### src/hw/adcs_pkg.sv
// constants shared by the converter sequencer
package adcs_pkg;

  // register word addresses
  localparam logic [7:0] ADDR_CFG    = 8'h00;
  localparam logic [7:0] ADDR_ENABLE = 8'h01;
  localparam logic [7:0] ADDR_GAIN   = 8'h02;
  localparam logic [7:0] ADDR_POWER  = 8'h03;
  localparam logic [7:0] ADDR_DATA0  = 8'h10;
  localparam logic [7:0] ADDR_DATA7  = 8'h17;
  localparam logic [7:0] ADDR_ID     = 8'h20;

  // field positions of the main configuration and power registers
  localparam int CFG_TRIG_BIT  = 0;
  localparam int CFG_READY_BIT = 7;
  localparam int CFG_RATE_LO   = 8;
  localparam int CFG_MODE_BIT  = 13;
  localparam int PWR_ADC_BIT   = 14;

  // reset values
  localparam logic       MODE_RST   = 1'b1;
  localparam logic [1:0] RATE_RST   = 2'h0;
  localparam logic [7:0] ENABLE_RST = 8'h00;
  localparam logic [7:0] GAIN_RST   = 8'h00;
  localparam logic       POWER_RST  = 1'b0;

  // timing, figures in ns and the clock period in ns
  localparam int CLK_NS      = 10;
  localparam int T_CONV_NS   = 1625;
  localparam int T_ACQ0_NS   = 375;
  localparam int T_ACQ1_NS   = 2375;
  localparam int T_ACQ2_NS   = 6375;
  localparam int T_ACQ3_NS   = 14375;
  localparam int T_PULSE_NS  = 1000;
  localparam int CONV_CYC    = (T_CONV_NS + CLK_NS - 1) / CLK_NS;
  localparam int ACQ0_CYC    = (T_ACQ0_NS + CLK_NS - 1) / CLK_NS;
  localparam int ACQ1_CYC    = (T_ACQ1_NS + CLK_NS - 1) / CLK_NS;
  localparam int ACQ2_CYC    = (T_ACQ2_NS + CLK_NS - 1) / CLK_NS;
  localparam int ACQ3_CYC    = (T_ACQ3_NS + CLK_NS - 1) / CLK_NS;
  localparam int PULSE_CYC   = T_PULSE_NS / CLK_NS;
  localparam int CNT_W       = 11;

  typedef enum logic [1:0] {
    ST_IDLE,
    ST_SYNC,
    ST_ACQ,
    ST_CONV
  } adcs_state_t;

endpackage

### src/hw/adcs_sequencer.sv
// sequencer, result buffers and handshake of the eight-input converter
//
// What this block does
// - trigger write aborts and starts new cycle
// - trigger restarts from first enabled channel
// - config bit 13 selects auto, reset auto
// - direct mode converts each channel once, idles
// - auto mode repeats sequence without triggers
// - trigger, mode change, channel rewrite abort
// - trigger with direct-to-auto change waits
// - each result is 10-bit straight binary
// - staged per channel, copied after last
// - no result update during serial transfer
// - config bits 9:8 hold the rate
// - fixed conversion time, acquisition per rate
// - channel rate is rate over channels
// - auto and direct both use the set rate
// - at most 4 us before first acquisition
// - slower rates nap between conversions
// - direct completion sets ready, pulls pin
// - result read or trigger clears ready
// - auto update gives 1 us pin pulse
// - data valid pin only sinks current
// - per-channel range bit doubles full scale
// - power bit 14 enables converter, reset off
`timescale 1ns/1ps
`default_nettype none

module adcs_sequencer
  import adcs_pkg::*;
#(
  parameter logic [15:0] DEVICE_ID = 16'h0A5C  // arbitrary value
) (
  input  wire logic        ref_clk,
  input  wire logic        rstn,
  input  wire logic [7:0]  reg_addr,
  input  wire logic [15:0] reg_wdata,
  input  wire logic        reg_wr,
  input  wire logic        reg_rd,
  output logic      [15:0] reg_rdata,
  input  wire logic        link_cs_n,
  input  wire logic        link_sclk,
  input  wire logic [9:0]  core_result,
  output logic      [2:0]  core_channel,
  output logic             core_range,
  output logic             core_sample,
  output logic             core_convert,
  output logic             core_nap,
  output logic             core_power,
  output logic             data_valid_n_o,
  output logic             data_valid_n_oe
);

  // ==========================================================
  // pin synchronisers
  logic [1:0] cs_sync_ff;
  logic [1:0] sclk_sync_ff;
  logic       sclk_last_ff;
  logic       clocked_ff;
  wire        frame_act  = ~cs_sync_ff[1];
  wire        sclk_rise  = sclk_sync_ff[1] & ~sclk_last_ff;
  wire        xfer_busy  = frame_act & (clocked_ff | sclk_rise);

  always_ff @(posedge ref_clk or negedge rstn) begin
    if (!rstn) begin
      cs_sync_ff   <= 2'h3;
      sclk_sync_ff <= 2'h0;
      sclk_last_ff <= 1'b0;
      clocked_ff   <= 1'b0;
    end else begin
      cs_sync_ff   <= {cs_sync_ff[0], link_cs_n};
      sclk_sync_ff <= {sclk_sync_ff[0], link_sclk};
      sclk_last_ff <= sclk_sync_ff[1];
      clocked_ff   <= frame_act & (clocked_ff | sclk_rise);
    end
  end

  // ==========================================================
  // register decode
  logic              mode_ff;
  logic [1:0]        rate_ff;
  logic [7:0]        enable_ff;
  logic [7:0]        gain_ff;
  logic              power_ff;
  logic              ready_ff;
  logic [7:0][9:0]   data_ff;
  logic [7:0][9:0]   stage_ff;
  adcs_state_t       state_ff;
  logic [2:0]        ch_ff;
  logic [CNT_W-1:0]  cnt_ff;

  wire wr_cfg    = reg_wr & (reg_addr == ADDR_CFG);
  wire wr_enable = reg_wr & (reg_addr == ADDR_ENABLE);
  wire wr_gain   = reg_wr & (reg_addr == ADDR_GAIN);
  wire wr_power  = reg_wr & (reg_addr == ADDR_POWER);
  wire rd_data   = reg_rd & (reg_addr >= ADDR_DATA0)
                          & (reg_addr <= ADDR_DATA7);
  wire new_mode  = reg_wdata[CFG_MODE_BIT];
  wire mode_chg  = wr_cfg & (new_mode != mode_ff);
  wire trig_bit  = wr_cfg & reg_wdata[CFG_TRIG_BIT];
  // trigger with a direct-to-auto change only stops
  wire trig_hold = trig_bit & mode_chg & new_mode;
  wire trig_go   = trig_bit & ~trig_hold & power_ff;
  wire abort     = mode_chg | wr_enable | wr_gain
                 | (wr_power & ~reg_wdata[PWR_ADC_BIT]);

  // ==========================================================
  // channel search, lowest enabled index at or above a start
  function automatic logic [3:0] next_ch(input logic [7:0] en,
                                         input logic [3:0] from);
    logic [3:0] r;
    r = 4'h0;
    for (int i = 7; i >= 0; i--) begin
      if (en[i] && (4'(i) >= from)) begin
        r = {1'b1, 3'(i)};
      end
    end
    return r;
  endfunction

  wire [3:0] first_ch = next_ch(enable_ff, 4'h0);
  wire [3:0] after_ch = next_ch(enable_ff, {1'b0, ch_ff} + 4'h1);

  wire [CNT_W-1:0] acq_len =
    (rate_ff == 2'h0) ? CNT_W'(ACQ0_CYC - 1) :
    (rate_ff == 2'h1) ? CNT_W'(ACQ1_CYC - 1) :
    (rate_ff == 2'h2) ? CNT_W'(ACQ2_CYC - 1) :
                        CNT_W'(ACQ3_CYC - 1);

  wire conv_end = (state_ff == ST_CONV) & (cnt_ff == '0) & ~abort
                & ~trig_go;
  wire seq_last = conv_end & ~after_ch[3];

  // ==========================================================
  // configuration registers
  always_ff @(posedge ref_clk or negedge rstn) begin
    if (!rstn) begin
      mode_ff   <= MODE_RST;
      rate_ff   <= RATE_RST;
      enable_ff <= ENABLE_RST;
      gain_ff   <= GAIN_RST;
      power_ff  <= POWER_RST;
    end else begin
      if (wr_cfg) begin
        mode_ff <= new_mode;
        rate_ff <= reg_wdata[CFG_RATE_LO +: 2];
      end
      if (wr_enable) begin
        enable_ff <= reg_wdata[7:0];
      end
      if (wr_gain) begin
        gain_ff <= reg_wdata[7:0];
      end
      if (wr_power) begin
        power_ff <= reg_wdata[PWR_ADC_BIT];
      end
    end
  end

  // ==========================================================
  // sequencer
  always_ff @(posedge ref_clk or negedge rstn) begin
    if (!rstn) begin
      state_ff <= ST_IDLE;
      ch_ff    <= 3'h0;
      cnt_ff   <= '0;
    end else if (trig_go) begin
      state_ff <= ST_SYNC;
    end else if (abort || !power_ff) begin
      state_ff <= ST_IDLE;
    end else begin
      case (state_ff)
        ST_IDLE: begin
          cnt_ff <= '0;
        end
        ST_SYNC: begin
          // one cycle to settle, well inside the 4 us allowance
          ch_ff    <= first_ch[2:0];
          cnt_ff   <= acq_len;
          state_ff <= first_ch[3] ? ST_ACQ : ST_IDLE;
        end
        ST_ACQ: begin
          if (cnt_ff == '0) begin
            state_ff <= ST_CONV;
            cnt_ff   <= CNT_W'(CONV_CYC - 1);
          end else begin
            cnt_ff <= cnt_ff - 1'b1;
          end
        end
        ST_CONV: begin
          if (cnt_ff != '0) begin
            cnt_ff <= cnt_ff - 1'b1;
          end else if (after_ch[3]) begin
            ch_ff    <= after_ch[2:0];
            cnt_ff   <= acq_len;
            state_ff <= ST_ACQ;
          end else if (mode_ff) begin
            ch_ff    <= first_ch[2:0];
            cnt_ff   <= acq_len;
            state_ff <= ST_ACQ;
          end else begin
            state_ff <= ST_IDLE;
          end
        end
        default: begin
          state_ff <= ST_IDLE;
        end
      endcase
    end
  end

  // ==========================================================
  // two-stage result buffer
  logic copy_pend_ff;
  wire  copy_go = copy_pend_ff & ~xfer_busy;

  always_ff @(posedge ref_clk or negedge rstn) begin
    if (!rstn) begin
      stage_ff     <= '0;
      data_ff      <= '0;
      copy_pend_ff <= 1'b0;
    end else begin
      if (conv_end) begin
        stage_ff[ch_ff] <= core_result;
      end
      if (copy_go) begin
        data_ff <= stage_ff;
      end
      copy_pend_ff <= seq_last | (copy_pend_ff & ~copy_go);
    end
  end

  // ==========================================================
  // handshake flag and data valid pin
  logic              clr_pend_ff;
  logic [CNT_W-1:0]  pulse_ff;
  logic              dv_oe_ff;
  wire  ready_set  = copy_go & ~mode_ff;
  wire  ready_clr  = trig_go | (clr_pend_ff & ~frame_act)
                   | (rd_data & ~frame_act);

  always_ff @(posedge ref_clk or negedge rstn) begin
    if (!rstn) begin
      ready_ff    <= 1'b0;
      clr_pend_ff <= 1'b0;
      pulse_ff    <= '0;
      dv_oe_ff    <= 1'b1;
    end else begin
      ready_ff    <= ready_set | (ready_ff & ~ready_clr);
      clr_pend_ff <= (clr_pend_ff | rd_data) & frame_act;
      if (copy_go && mode_ff) begin
        pulse_ff <= CNT_W'(PULSE_CYC);
      end else if (pulse_ff != '0) begin
        pulse_ff <= pulse_ff - 1'b1;
      end
      dv_oe_ff <= ~((ready_set | (ready_ff & ~ready_clr))
                    | (copy_go & mode_ff)
                    | (pulse_ff > CNT_W'(1)));
    end
  end

  // ==========================================================
  // register read port
  logic [15:0] rdata_ff;
  wire  [15:0] cfg_word = (16'(mode_ff) << CFG_MODE_BIT)
                        | (16'(rate_ff) << CFG_RATE_LO)
                        | (16'(ready_ff) << CFG_READY_BIT);
  wire  [15:0] nxt_rdata =
    (reg_addr == ADDR_CFG)    ? cfg_word :
    (reg_addr == ADDR_ENABLE) ? {8'h00, enable_ff} :
    (reg_addr == ADDR_GAIN)   ? {8'h00, gain_ff} :
    (reg_addr == ADDR_POWER)  ? 16'(power_ff) << PWR_ADC_BIT :
    (rd_data)                 ? {6'h00, data_ff[reg_addr[2:0]]} :
    (reg_addr == ADDR_ID)     ? DEVICE_ID : 16'h0000;

  always_ff @(posedge ref_clk or negedge rstn) begin
    if (!rstn) begin
      rdata_ff <= 16'h0000;
    end else if (reg_rd) begin
      rdata_ff <= nxt_rdata;
    end
  end

  assign reg_rdata       = rdata_ff;
  assign core_channel    = ch_ff;
  assign core_range      = gain_ff[ch_ff];
  assign core_sample     = (state_ff == ST_ACQ);
  assign core_convert    = (state_ff == ST_CONV);
  assign core_nap        = (rate_ff != 2'h0) & (state_ff == ST_ACQ)
                         & (cnt_ff >= CNT_W'(ACQ0_CYC));
  assign core_power      = power_ff;
  assign data_valid_n_o  = 1'b0;
  assign data_valid_n_oe = dv_oe_ff;
endmodule

`default_nettype wire

### config.mk
export PLATFORM = sky130hd
export DESIGN_NAME = adcs_sequencer
export DESIGN_NICKNAME = d
export VERILOG_FILES = /design/src/hw/adcs_pkg.sv /design/src/hw/adcs_sequencer.sv
export SDC_FILE = /design/constraint.sdc
export NUM_CORES = 1
export LEC_CHECK = 0
export BUFFER_PORTS_ARGS = -buffer_cell sky130_fd_sc_hd__buf_2
export CORE_AREA = 8 8 170 205
export DETAILED_ROUTE_END_ITERATION = 16
export DIE_AREA = 0 0 178 213
export MAX_ROUTING_LAYER = met4
export PLACE_DENSITY = 0.55
export RECOVER_POWER = 25
export SYNTH_ARGS = -nofsm -noshare
export SYNTH_HDL_FRONTEND = slang
export SYNTH_SLANG_ARGS = --single-unit
### constraint.sdc
create_clock -name ref_clk -period 2.6 [get_ports ref_clk]
set_input_delay 0 -clock ref_clk [delete_from_list [all_inputs] [get_ports ref_clk]]
set_output_delay 0 -clock ref_clk [all_outputs]
set_load 0.02 [all_outputs]
==> impl_metrics.ini <==
[clocking]
h-tree-depth = 1
cts.sinks = 230
cts_buffers = 25
tritoncts = built
clockRootBuffer = clkbuf_16
cts_setup_buffers = 0
clk_pin_slew_ns = 0.07
cts_buffer_depth = 3
clk_latency_ns = 0.54

[placement]
dp_slack_ns = 0.0558
port_buffers = 57
gp_congestion = 0.889
dp_hpwl_um = 18400

[synthesis]
syn-instance-count = 1013
seq_area_frac_synth_pct = 53.0
ys_seq_elements = 230
ys_types = 65
syn-cell-area_um2 = 10900
ys_top_cells_by_area = dfrtp_1 (52%), mux2_2 (10%), nand2_1 (9.7%), mux4_2 (4.1%), a21oi_1 (2.0%)
yosys.area.top_type_share_pct = 52.0
yosysWarnings = 0
synth-edff-count = 0
syn_avg_cell_area_um2 = 10.7
synth_largest_area_cell = dfrtp_1
ys_async_sr_fraction_pct = 100
ys.flop_type = dfrtp_1

[setup_path]
cp_slowest_stage_delay_ns = 0.47
critPathLaunchType = flop
r2r_start = cnt_ff[0]
path_class = reg -> reg
ff2ff_setup_slack_ns = 0.1
rr_endpoint = cnt_ff[10]
r2r_cells = 7
crit_arrival_ns = 2.90
end_kind = flop
path_cells = inv_1, ha_2, or4b_4, or3_4, or4_1, a221oi_2, o22ai_1
cp_max_fo = 4
cp_slowest_cell = or4b_4
cp.required_ns = 3.00

[routing]
antenna_left = 0
met3WireLength_um = 1120
dr_wl_met2_um = 13800
dr.max_layer_used = met4
wl_met1_um = 12500
vias = 7895
drc = 0
viasPerCell = 5.07
avgRoutedWirePerCell_um = 18.0
drt_iter0_markers = 469
wl_um = 28100
dr.pass1.iters = 5

[floorplanning]
die_area_um2 = 37900
io_pins = 66
initial_core_util_pct = 34.4
rows = 72
die_h_um = 213
core_area_um2 = 31600
die_w_um = 178

[pwr]
pwr-share-comb_pct = 10.7
ir_drop_v = 0.000646
power.switching_w = 0.00221
p_int_w = 0.00662
clock_power_share_pct = 45.0
p_seq_share_pct = 44.3
power_switching_share_pct = 25.0
p_leak_nw = 6.50
power.density_nw_per_um2 = 665
power_w = 0.00883

[global_routing]
grt-ovfl-total = 0
track_usage_pct = 15.4
grt_pass1_vias = 8139
antenna_found_initial = 1
grt_pass1_wl_um = 45200
grt_max_degree = 94

[final_layout]
drive_gt1_share_pct = 27.0
area_growth_pct = 22.1
num-fill-cells = 3017
layout.nets = 1187

[timing]
slew-limit-headroom_pct = 18.8
tns_ns = 0
period_needed_ns = 2.50
final_max_slew_viol_count = 0
fin_crit_sh_pct = 96.2
setup_violations = 0
hold_viol = 0
fmax_mhz = 400
fin_ws_ns = 0.0993
fin_worst_skew_ns = 0.0110
tightest_slew_ns = 1.22

[min_path]
hold_end = reg_rdata[0]
hold_path_class = in -> reg
holdCritStartpoint = reg_rd
min_delay_path_depth = 3

[outcome]
status = finished, final reports clean

[flow_run]
drv_cap = 0
==> layout by cell type, fill, tap and decap left out, drive strengths merged, types with 3 or more instances in the layout <==
master and instances:
nand3 18, nor3b 6, nor4 12, clkbuf 31, nor3 13, mux4 20, dlygate4sd3 33, dfrtp 226
a22oi 8, a211oi 3, mux2 111, o21ai 28, o21a 3, dfstp 4, o22ai 5, nor2 46
a211o 3, bufinv 6, nand2 282, a2bb2oi 4, buf 109, a31oi 12, nand4 4, xor2 5
a21oi 44, and3 4, nand2b 8, clkinvlp 4, ha 14, or3 7, mux2i 10, a22o 4
nand3b 3, xnor2 4, nor2b 3, inv 20, conb 4
==> how the worst max path moves through the flow <==
stage / from / end / depth (start not counted)
finish: cnt_ff[0] / cnt_ff[10] / 7
global route: cnt_ff[0] / cnt_ff[10] / 7
CTS: core_channel[1] / core_channel[2] / 7
detailed placement: core_channel[1] / core_channel[2] / 7
global placement: core_channel[0] / core_channel[1] / 7
floorplan: core_channel[0] / core_channel[1] / 9
==> what timing repair did <==
item | CTS | global route
hold buffers | 33 | 0
endpoints found under the hold margin | 194 | 0
setup endpoints to repair | 0 | 9
resized for setup | 0 | 8
==> routing by layer <==
layer  track usage (%)  vias to the layer above
met5                 -                        -
met4              4.38                        0
met3              2.07                       46
met2              25.5                      154
met1              19.7                     3962
li1                  -                     3733
==> final cells by class <==
cell class | count | area (um2) | area share, %
clock inverter | 12 | 235 | 1.77
antenna | 1 | 2.50 | 0.0189
sequential | 230 | 5760 | 43.4
inverter | 19 | 71.3 | 0.537
tap | 407 | 509 | 3.84
multi-input combinational | 714 | 4850 | 36.6
clock buffer | 30 | 684 | 5.16
timing repair buffer | 143 | 1160 | 8.73
==> worst max-delay path: cells and delay by family (launching register included) <==
| kind | cells | cell delay (ns) |
|---|---|---|
| AOI/OAI and AO/OA | 2 | 0.38 |
| adders and majority gates | 1 | 0.21 |
| and+or+nand+nor | 3 | 1.27 |
| DFF | 1 | 0.40 |
| buffers and inverters | 1 | 0.12 |
==> power groups by stage <==
stage	Clock [W]	Combinational [W]	Sequential, W
finish	0.00397	0.000946	0.00391
global route	0.00420	0.00106	0.00394
CTS	0.00406	0.000934	0.00391
detailed placement	0	0.000894	0.00397
global placement	0	0.000887	0.00397
floorplan	0	0.000551	0.00394
==> state kept, by name (all words and copies together), names as in the netlist, 2 cells and up <==
signal        flops
gain_ff           8
pulse_ff         11
reg_rdata        13
state_ff          2
stage_ff         80
data_ff          80
cnt_ff           11
cs_sync_ff        2
enable_ff         8
sclk_sync_ff      2
core_channel      3
rate_ff           2
==> metrics by stage <==
step                hold WS [ns]  area (um2)  instances  util, %
global route              0.0493       13300       1556     42.0
floorplan                 -0.296       10900       1016        -
detailed placement        0.0879       12000       1480     38.0
global placement          0.0862       12000       1480     38.0
finish                    0.0398       13300       1556     42.0
CTS                       0.0350       13300       1555     41.9
==> cell usage after synthesis, types with 3 or more instances <==
master / n
a211o_1: 3
a211oi_1: 3
a21oi_1: 43
a22o_1: 4
a22oi_1: 8
a2bb2oi_1: 4
a31oi_1: 12
and3_1: 4
buf_2: 8
buf_4: 4
clkbuf_1: 37
dfrtp_1: 226
dfstp_2: 4
ha_1: 14
inv_1: 19
mux2_2: 101
mux2_4: 10
mux2i_1: 10
mux4_2: 20
nand2_1: 281
nand2b_1: 8
nand3_1: 18
nand3b_1: 3
nand4_1: 3
nor2_1: 45
nor2b_1: 3
nor3_1: 11
nor3b_1: 6
nor4_1: 6
nor4_4: 5
o21a_1: 3
o21ai_0: 28
o22ai_1: 5
or3_1: 7
xnor2_1: 4
xor2_1: 5
==> cell families (layout without fill, tap and decap cells) <==
kind of cell               after synthesis  in the layout  synth area share [%]
and+or+nand+nor                        415            415                  17.3
DFF                                    230            230                  53.0
muxes                                  141            141                  16.9
AOI/OAI and AO/OA                      131            131                  7.56
buffers and inverters                   72            204                  2.85
adders and majority gates               14             14                  1.61
xor gates and xnor gates                 9              9                 0.725
other                                    1              5                0.0345
Note: power is estimated with default switching activity, not from simulation.
